<file path="src/pisc_defs.vh">
// Constants for the event status, configuration and receive error counter bank
`ifndef PISC_DEFS_VH
`define PISC_DEFS_VH
// Register offsets on the management port
`define PISC_ADDR_W           5
`define PISC_OFF_EVENT_STATUS 5'h13
`define PISC_OFF_CONFIG_TWO   5'h14
`define PISC_OFF_RX_ERR_CNT   5'h15
// Event status bit positions
`define PISC_EV_AN_ERROR      15
`define PISC_EV_SPEED_CHG     14
`define PISC_EV_DUPLEX_CHG    13
`define PISC_EV_PAGE_RX       12
`define PISC_EV_AN_COMPLETE   11
`define PISC_EV_LINK_CHG      10
`define PISC_EV_FALSE_CARRIER 8
`define PISC_EV_CROSSOVER_CHG 6
`define PISC_EV_SPEED_FALLBK  5
`define PISC_EV_SLEEP_CHG     4
`define PISC_EV_WAKE_PACKET   3
`define PISC_EV_MAC_IF_ERROR  2
`define PISC_EV_POLARITY_CHG  1
`define PISC_EV_JABBER        0
// Implemented event bits; 9 and 7 are reserved
`define PISC_EV_MASK          16'hFD7F
`define PISC_EV_RESET         16'h0000
// Configuration field positions
`define PISC_CFG_INT_POL      13
`define PISC_CFG_LIMIT_HI     11
`define PISC_CFG_LIMIT_LO     10
`define PISC_CFG_FB_EN        9
`define PISC_CFG_FB_ENH       8
`define PISC_CFG_SER_AN       7
`define PISC_CFG_FB_TEN       6
// Configuration reset values
`define PISC_RST_INT_POL      1'b1
`define PISC_RST_LIMIT        2'h2
`define PISC_RST_FB_EN        1'b0
`define PISC_RST_FB_ENH       1'b1
`define PISC_RST_SER_AN       1'b1
`define PISC_RST_FB_TEN       1'b1
// Read-only low field of the configuration register
`define PISC_CFG_LOW_RO       6'h07
// Receive error counter
`define PISC_CNT_MAX          16'hFFFF
`define PISC_CNT_RESET        16'h0000
`endif

</file>
<file path="src/pisc_fallback.v">
// Speed optimization fallback decision: failed gigabit attempts and ten megabit step
`timescale 1ns/1ps
`default_nettype none
`include "pisc_defs.vh"
module pisc_fallback (
   input  wire       clk,
   input  wire       rstn,
   input  wire       fallback_enable,
   input  wire       fallback_enhanced_enable,
   input  wire       fallback_to_ten_enable,
   input  wire [1:0] fallback_attempt_limit,
   input  wire       gig_attempt_fail,
   input  wire       fast_attempt_fail,
   input  wire       cd_no_energy,
   input  wire       fallback_restart,
   output reg        mask_gig,
   output reg        drop_to_ten,
   output reg        fallback_pulse
);

   reg [3:0] fail_cnt_q;      // Failed gigabit attempts so far
   reg [3:0] fail_cnt_d;

   //////////////////////////////////////////////////////////////////////////
   // Decode of the attempt field into a count
   function [3:0] pisc_limit;
      input [1:0] code;
      begin
         case (code)
            2'h3:    pisc_limit = 4'h8;
            2'h2:    pisc_limit = 4'h4;
            2'h1:    pisc_limit = 4'h2;
            default: pisc_limit = 4'h1;
         endcase
      end
   endfunction

   // Next attempt count, compared against the limit
   always @* begin
      fail_cnt_d = fail_cnt_q + 4'h1;
   end

   //////////////////////////////////////////////////////////////////////////
   // Attempt counting and fallback state
   always @(posedge clk or negedge rstn) begin
      if (!rstn) begin
         fail_cnt_q     <= 4'h0;
         mask_gig       <= 1'b0;
         drop_to_ten    <= 1'b0;
         fallback_pulse <= 1'b0;
      end else begin
         fallback_pulse <= 1'b0;
         if (!fallback_enable || fallback_restart) begin
            // Disabling or restarting drops all masking
            fail_cnt_q  <= 4'h0;
            mask_gig    <= 1'b0;
            drop_to_ten <= 1'b0;
         end else if (gig_attempt_fail && !mask_gig) begin
            if (fallback_enhanced_enable && cd_no_energy) begin
               // No energy on pairs C and D: gigabit is hopeless now
               mask_gig       <= 1'b1;
               fallback_pulse <= 1'b1;
               fail_cnt_q     <= 4'h0;
            end else if (fail_cnt_d >= pisc_limit(fallback_attempt_limit)) begin
               mask_gig       <= 1'b1;
               fallback_pulse <= 1'b1;
               fail_cnt_q     <= 4'h0;
            end else begin
               fail_cnt_q <= fail_cnt_d;
            end
         end else if (fast_attempt_fail && mask_gig && !drop_to_ten && fallback_to_ten_enable) begin
            // Both faster rates failed, step down once more
            drop_to_ten    <= 1'b1;
            fallback_pulse <= 1'b1;
         end
      end
   end

endmodule
`default_nettype wire

</file>
<file path="src/pisc_regs.v">
// Event status, configuration two and receive error counter register bank
//
// How it works
// - Status bits set regardless of enables
// - Bits latch until status read clears them
// - Upper event positions fifteen down to ten
// - Lower event positions eight down to zero, seven reserved
// - MAC error covers only the MAC interface in use
// - Bit thirteen picks pin polarity, default low
// - Bits fifteen, fourteen, twelve read zero
// - Fallback after selected failed gigabit attempts
// - Enhanced mode falls back without C/D energy
// - Bit seven enables serial MAC negotiation
// - Bit six allows stepping down to ten
// - Sixteen-bit error counter saturates, never wraps
// - Any write clears counter; reads do not
// - Pin asserts on set and enabled event
//
// The implementer's own choice: strobed register access.
`timescale 1ns/1ps
`default_nettype none
`include "pisc_defs.vh"
module pisc_regs (
   input  wire                     clk,
   input  wire                     rstn,
   // Management register port
   input  wire [`PISC_ADDR_W-1:0]  reg_addr,
   input  wire [15:0]              reg_wdata,
   input  wire                     reg_wr,
   input  wire                     reg_rd,
   output reg  [15:0]              reg_rdata,
   // Enables held by the neighbouring enable register
   input  wire [15:0]              interrupt_enable_reg,
   // One-cycle event pulses from the line and MAC logic
   input  wire                     an_error_event,
   input  wire                     speed_change_event,
   input  wire                     duplex_change_event,
   input  wire                     page_rx_event,
   input  wire                     an_complete_event,
   input  wire                     link_change_event,
   input  wire                     false_carrier_event,
   input  wire                     crossover_change_event,
   input  wire                     speed_fallback_event,
   input  wire                     sleep_change_event,
   input  wire                     wake_packet_event,
   input  wire                     rgmii_error_event,
   input  wire                     sgmii_error_event,
   input  wire                     sgmii_active,
   input  wire                     polarity_change_event,
   input  wire                     jabber_event,
   // Receive error indication toward the MAC
   input  wire                     rx_error,
   // Speed optimization inputs
   input  wire                     gig_attempt_fail,
   input  wire                     fast_attempt_fail,
   input  wire                     cd_no_energy,
   input  wire                     fallback_restart,
   // Outputs
   output reg                      int_pin,
   output wire                     serial_mac_an_enable,
   output wire                     fallback_mask_gig,
   output wire                     fallback_drop_to_ten
);

   ///////////////////////////////////////////////////////////////////////////
   // State
   reg  [15:0] event_status_q;            // Latched event bits
   reg  [15:0] event_status_d;
   reg  [15:0] event_set;                 // This cycle's events
   reg         int_polarity_q;            // One: pin active low
   reg  [1:0]  fallback_attempt_limit_q;  // Attempt count code
   reg         fallback_enable_q;         // Speed optimization on
   reg         fallback_enhanced_enable_q;// Enhanced mode on
   reg         serial_mac_an_enable_q;    // Serial MAC negotiation on
   reg         fallback_to_ten_enable_q;  // Ten megabit step allowed
   reg  [15:0] rx_error_count_q;          // Saturating error count
   reg  [15:0] rx_error_count_d;
   reg  [15:0] rdata_d;                   // Read mux result
   wire [15:0] config_two_rd;             // Configuration as read
   wire        fb_pulse;                  // Internal fallback event
   wire        irq_active;                // Any enabled pending event
   wire        rd_status;                 // Status read this cycle
   wire        wr_config;
   wire        wr_counter;

   assign rd_status  = reg_rd && (reg_addr == `PISC_OFF_EVENT_STATUS);
   assign wr_config  = reg_wr && (reg_addr == `PISC_OFF_CONFIG_TWO);
   assign wr_counter = reg_wr && (reg_addr == `PISC_OFF_RX_ERR_CNT);

   ///////////////////////////////////////////////////////////////////////////
   // Speed optimization engine
   pisc_fallback u_fallback (
      .clk                      (clk),
      .rstn                     (rstn),
      .fallback_enable          (fallback_enable_q),
      .fallback_enhanced_enable (fallback_enhanced_enable_q),
      .fallback_to_ten_enable   (fallback_to_ten_enable_q),
      .fallback_attempt_limit   (fallback_attempt_limit_q),
      .gig_attempt_fail         (gig_attempt_fail),
      .fast_attempt_fail        (fast_attempt_fail),
      .cd_no_energy             (cd_no_energy),
      .fallback_restart         (fallback_restart),
      .mask_gig                 (fallback_mask_gig),
      .drop_to_ten              (fallback_drop_to_ten),
      .fallback_pulse           (fb_pulse)
   );

   assign serial_mac_an_enable = serial_mac_an_enable_q;

   ///////////////////////////////////////////////////////////////////////////
   // Event gathering into bit positions
   always @* begin
      event_set = 16'h0000;
      event_set[`PISC_EV_AN_ERROR]      = an_error_event;
      event_set[`PISC_EV_SPEED_CHG]     = speed_change_event;
      event_set[`PISC_EV_DUPLEX_CHG]    = duplex_change_event;
      event_set[`PISC_EV_PAGE_RX]       = page_rx_event;
      event_set[`PISC_EV_AN_COMPLETE]   = an_complete_event;
      event_set[`PISC_EV_LINK_CHG]      = link_change_event;
      event_set[`PISC_EV_FALSE_CARRIER] = false_carrier_event;
      event_set[`PISC_EV_CROSSOVER_CHG] = crossover_change_event;
      // Own engine's fallback also counts as this event
      event_set[`PISC_EV_SPEED_FALLBK]  = speed_fallback_event | fb_pulse;
      event_set[`PISC_EV_SLEEP_CHG]     = sleep_change_event;
      event_set[`PISC_EV_WAKE_PACKET]   = wake_packet_event;
      // Only the interface in use reports errors
      event_set[`PISC_EV_MAC_IF_ERROR]  = sgmii_active ? sgmii_error_event : rgmii_error_event;
      event_set[`PISC_EV_POLARITY_CHG]  = polarity_change_event;
      event_set[`PISC_EV_JABBER]        = jabber_event;
   end

   ///////////////////////////////////////////////////////////////////////////
   // Latch and clear-on-read; enables play no part here
   always @* begin
      event_status_d = event_status_q;
      if (rd_status) begin
         event_status_d = 16'h0000;
      end
      // Set after clear so a coincident event survives the read
      event_status_d = (event_status_d | event_set) & `PISC_EV_MASK;
   end

   always @(posedge clk or negedge rstn) begin
      if (!rstn) begin
         event_status_q <= `PISC_EV_RESET;
      end else begin
         event_status_q <= event_status_d;
      end
   end

   ///////////////////////////////////////////////////////////////////////////
   // Configuration register writes
   always @(posedge clk or negedge rstn) begin
      if (!rstn) begin
         int_polarity_q             <= `PISC_RST_INT_POL;
         fallback_attempt_limit_q   <= `PISC_RST_LIMIT;
         fallback_enable_q          <= `PISC_RST_FB_EN;
         fallback_enhanced_enable_q <= `PISC_RST_FB_ENH;
         serial_mac_an_enable_q     <= `PISC_RST_SER_AN;
         fallback_to_ten_enable_q   <= `PISC_RST_FB_TEN;
      end else if (wr_config) begin
         // Reserved bits are simply not stored
         int_polarity_q             <= reg_wdata[`PISC_CFG_INT_POL];
         fallback_attempt_limit_q   <= reg_wdata[`PISC_CFG_LIMIT_HI:`PISC_CFG_LIMIT_LO];
         fallback_enable_q          <= reg_wdata[`PISC_CFG_FB_EN];
         fallback_enhanced_enable_q <= reg_wdata[`PISC_CFG_FB_ENH];
         serial_mac_an_enable_q     <= reg_wdata[`PISC_CFG_SER_AN];
         fallback_to_ten_enable_q   <= reg_wdata[`PISC_CFG_FB_TEN];
      end
   end

   // Readback: 15:14 and 12 zero, low field fixed
   assign config_two_rd = {2'b00, int_polarity_q, 1'b0, fallback_attempt_limit_q,
                           fallback_enable_q, fallback_enhanced_enable_q,
                           serial_mac_an_enable_q, fallback_to_ten_enable_q,
                           `PISC_CFG_LOW_RO};

   ///////////////////////////////////////////////////////////////////////////
   // Receive error counter; a write beats a same-cycle error
   always @* begin
      rx_error_count_d = rx_error_count_q;
      if (wr_counter) begin
         rx_error_count_d = `PISC_CNT_RESET;
      end else if (rx_error && (rx_error_count_q != `PISC_CNT_MAX)) begin
         rx_error_count_d = rx_error_count_q + 16'h0001;
      end
   end

   always @(posedge clk or negedge rstn) begin
      if (!rstn) begin
         rx_error_count_q <= `PISC_CNT_RESET;
      end else begin
         rx_error_count_q <= rx_error_count_d;
      end
   end

   ///////////////////////////////////////////////////////////////////////////
   // Read mux; unmapped addresses read zero
   always @* begin
      case (reg_addr)
         `PISC_OFF_EVENT_STATUS: rdata_d = event_status_q;
         `PISC_OFF_CONFIG_TWO:   rdata_d = config_two_rd;
         `PISC_OFF_RX_ERR_CNT:   rdata_d = rx_error_count_q;
         default:                rdata_d = 16'h0000;
      endcase
   end

   // Data holds only in the cycle after the read
   always @(posedge clk or negedge rstn) begin
      if (!rstn) begin
         reg_rdata <= 16'h0000;
      end else if (reg_rd) begin
         reg_rdata <= rdata_d;
      end else begin
         reg_rdata <= 16'h0000;
      end
   end

   ///////////////////////////////////////////////////////////////////////////
   // Interrupt pin, registered to keep it glitch free
   assign irq_active = |(event_status_q & interrupt_enable_reg);

   always @(posedge clk or negedge rstn) begin
      if (!rstn) begin
         int_pin <= 1'b1; // Idle level for the default active-low pin
      end else begin
         int_pin <= int_polarity_q ? ~irq_active : irq_active;
      end
   end

endmodule
`default_nettype wire

</file>
<file path="config.mk">
export PLATFORM = sky130hd
export DESIGN_NAME = pisc_regs
export DESIGN_NICKNAME = d
export VERILOG_FILES = /design/src/pisc_fallback.v /design/src/pisc_regs.v
export VERILOG_INCLUDE_DIRS = /design/src
export SDC_FILE = /design/constraint.sdc
export NUM_CORES = 1
export LEC_CHECK = 0
export BUFFER_PORTS_ARGS = -buffer_cell sky130_fd_sc_hd__buf_2
export CAP_MARGIN = 20
export CORE_MARGIN = 8
export CORE_UTILIZATION = 35
export DETAILED_ROUTE_END_ITERATION = 6
export PLACE_DENSITY = 0.57
export SYNTH_ARGS = -nofsm -noshare
export SYNTH_HDL_FRONTEND = slang
export SYNTH_SLANG_ARGS = --single-unit
</file>
<file path="constraint.sdc">
create_clock -name clk -period 2.1 [get_ports clk]
set_input_delay 0.105 -clock clk [delete_from_list [all_inputs] [get_ports clk]]
set_output_delay 0.105 -clock clk [all_outputs]
set_load 0.05 [all_outputs]
</file>
==> flow_summary.ini <==
[critical_path]
ff2ff_setup_slack_ps = 120
crit_type = reg -> reg
critPathRequiredTime_ps = 2330
start_kind = register
path_max_fanout = 4
critPathCaptureType = register
cp.arrival_ps = 2210

[sta]
holdWs_ps = 25.0
worst_pin_slew_ps = 683
relSlewSlack_pct = 54.5
setup_viol = 0
fmax_ghz = 0.506
min_period_ps = 1980
fin_crit_sh_pct = 94.1
drv_slew = 0
setup_tns_ps = 0
grt_setup_unrepaired = no
skew_ps = 9.34
hold_viol_final = 0

[route]
viasPerCell = 5.21
ant_nets = 0
dr.pass1.iters = 4
drtIter0Drc = 131
routedWlPerCell_um = 16.3
routed_wl_um = 7740
vias = 2469
drc_errors = 0

[logic_synthesis]
synth_edf_count = 0
ys.warnings.count = 0
ys_seq_area_share_pct = 52.0
ys_ff_latch = 61
syn_avg_cell_area_um2 = 11.2
ys.flop_type = dfrtp_1
yosysUniqueCellTypes = 51
synth_area_um2 = 2950
async_flop_share_pct = 100
syn-num-nets = 331
syn_inst = 263

[placement]
globalplace.congestion = 0.740
dp_hpwl_um = 5620
portBuffers = 70

[finish]
final_cell_mix = buf_2, dfrtp_1, dlygate4sd3_1, nor2b_1
n_antenna_cell = 0
final_common_cell = buf_2
nNetsFinal = 432
drive_above_1_share_pct = 33.1
area_growth_pct = 32.4

[clock_network]
cts.reportedPaths.clkPinSlew_ps = 70
cts_buffers = 9
clock_path_buffers = 2
cts_setup_buffers = 0
clk_latency_ps = 340
cts_sinks = 61
cts.htree.levels = 3
cts_root_buf = clkbuf_8
cts_tree = built

[global_routing]
grt_pass1_vias = 2481
grt_max_degree = 35
gr-total-overflow = 0
grt_pass1_wl_um = 12600
track_usage_pct = 13.8
antenna_found_initial = 0

[floorplanning]
num_io_pins = 82
die_w_um = 108
die_area_um2 = 11600
start_util_pct = 35.9
die_h_um = 108
core_region_area_um2 = 8220
rows = 33

[hold_path]
holdCritPathClass = in -> reg

[run_status]
status = complete, no violations

[power_and_ir_drop]
powerDensity_nw_per_um2 = 778
peakVddDrop_mv = 0.383
p_leak_nw = 1.76

[job]
maxCapViolations = 0
[cell usage after synthesis (3+ instances only)]
| master | n | area [um2] |
|---|---|---|
| o31ai_1 | 3 | 22.5 |
| o21ai_1 | 5 | 25.0 |
| dfrtp_1 | 55 | 1380 |
| nand3_1 | 8 | 40.0 |
| ha_1 | 6 | 75.1 |
| nor2b_1 | 17 | 106 |
| a21oi_1 | 12 | 60.1 |
| xor2_1 | 4 | 35.0 |
| a21o_1 | 13 | 97.6 |
| clkbuf_1 | 4 | 15.0 |
| or4_1 | 4 | 30.0 |
| or3_1 | 7 | 43.8 |
| a22o_1 | 3 | 26.3 |
| a21boi_1 | 3 | 22.5 |
| mux2_2 | 13 | 146 |
| a22oi_1 | 16 | 120 |
| nand4_1 | 7 | 43.8 |
| nand2_1 | 16 | 60.1 |
| dfstp_2 | 6 | 158 |
| buf_2 | 4 | 20.0 |
| nor2_1 | 7 | 26.3 |
| nand2b_1 | 3 | 18.8 |
| inv_1 | 3 | 11.3 |
| o21ai_0 | 8 | 40.0 |
[registers in the layout, summed over array words and instances, names as in the netlist]
signal                      cells
event_status_q                 14
fallback_attempt_limit_q        2
fallback_enable_q               1
fallback_enhanced_enable_q      1
fallback_to_ten_enable_q        1
int_pin                         1
int_polarity_q                  1
reg_rdata                      16
rx_error_count_q               16
serial_mac_an_enable            1
u_fallback.drop_to_ten          1
u_fallback.fail_cnt_q           4
u_fallback.fallback_pulse       1
u_fallback.mask_gig             1
[kinds of logic after synthesis]
logic type	count (synthesis)	share of synthesized area [%]
simple gates	85	17.1
compound gates	78	18.9
flops	61	52.0
mux	15	5.64
buf+inv	13	2.33
fa+ha+maj	6	2.54
xor+xnor	5	1.48
[worst max-delay path: stages, from the launching register on]
cell	delay, ps
dfrtp_1	400
ha_1	210
xor2_1	150
ha_1	300
nand2_1	60
o21ai_2	210
a211oi_2	100
buf_4	150
a221o_1	280
[where the power goes]
part	switching [W]	internal [W]	leakage, nW
Clock	0.000480	0.000698	0.112
Sequential	0.000128	0.00128	0.748
Combinational	0.000239	0.000212	0.904
Total	0.000847	0.00219	1.76
[routing by layer]
metal	share of wire, %	vias up	GRT usage, %
met5	0	-	0
met4	2.1	0	6.05
met3	6.7	12	4.55
met2	46	68	21.8
met1	46	1192	16.8
li1	-	1197	-
[worst paths after layout]
path | startpoint | end | cells after the start
hold / removal | sgmii_active | event_status_q[2]$_DFF_PN0_ | 2
max in group asynchronous | rstn | int_pin$_DFF_PN1_ | 3
setup reg to reg | u_fallback.fail_cnt_q[1]$_DFFE_PN0P_ | u_fallback.fail_cnt_q[2]$_DFFE_PN0P_ | 8
hold reg to reg | u_fallback.fallback_pulse$_DFF_PN0_ | event_status_q[5]$_DFF_PN0_ | 1
min in group asynchronous | rstn | rx_error_count_q[7]$_DFFE_PN0P_ | 2
setup / recovery | u_fallback.fail_cnt_q[1]$_DFFE_PN0P_ | u_fallback.fail_cnt_q[2]$_DFFE_PN0P_ | 8
[through the flow]
stage	instances	total power (W)	setup slack (ps)	instance area [um2]	util, %
finish	474	0.00304	124	3910	47.6
global route	474	0.00320	13.3	3910	47.6
CTS	474	0.00306	28.3	3890	47.4
detailed placement	436	0.00184	41.1	3450	42.0
global placement	436	0.00183	76.5	3450	42.0
floorplan	263	0.00167	135	2950	-
[repair_timing]
action                                 in CTS  in global routing
resized for setup                           0                  5
hold buffers                               22                  0
setup endpoints to repair                   0                  4
endpoints found under the hold margin      43                  0
[area by class of cell]
class / instances / area (um2)
Multi-Input combinational cell: 189 / 1360
Sequential cell: 61 / 1530
Clock buffer: 10 / 138
Timing Repair Buffer: 100 / 643
Clock inverter: 6 / 86.3
Fill cell: 795 / 4310
Tap cell: 105 / 131
Inverter: 3 / 11.3
Note: power is estimated with default switching activity, not from simulation.
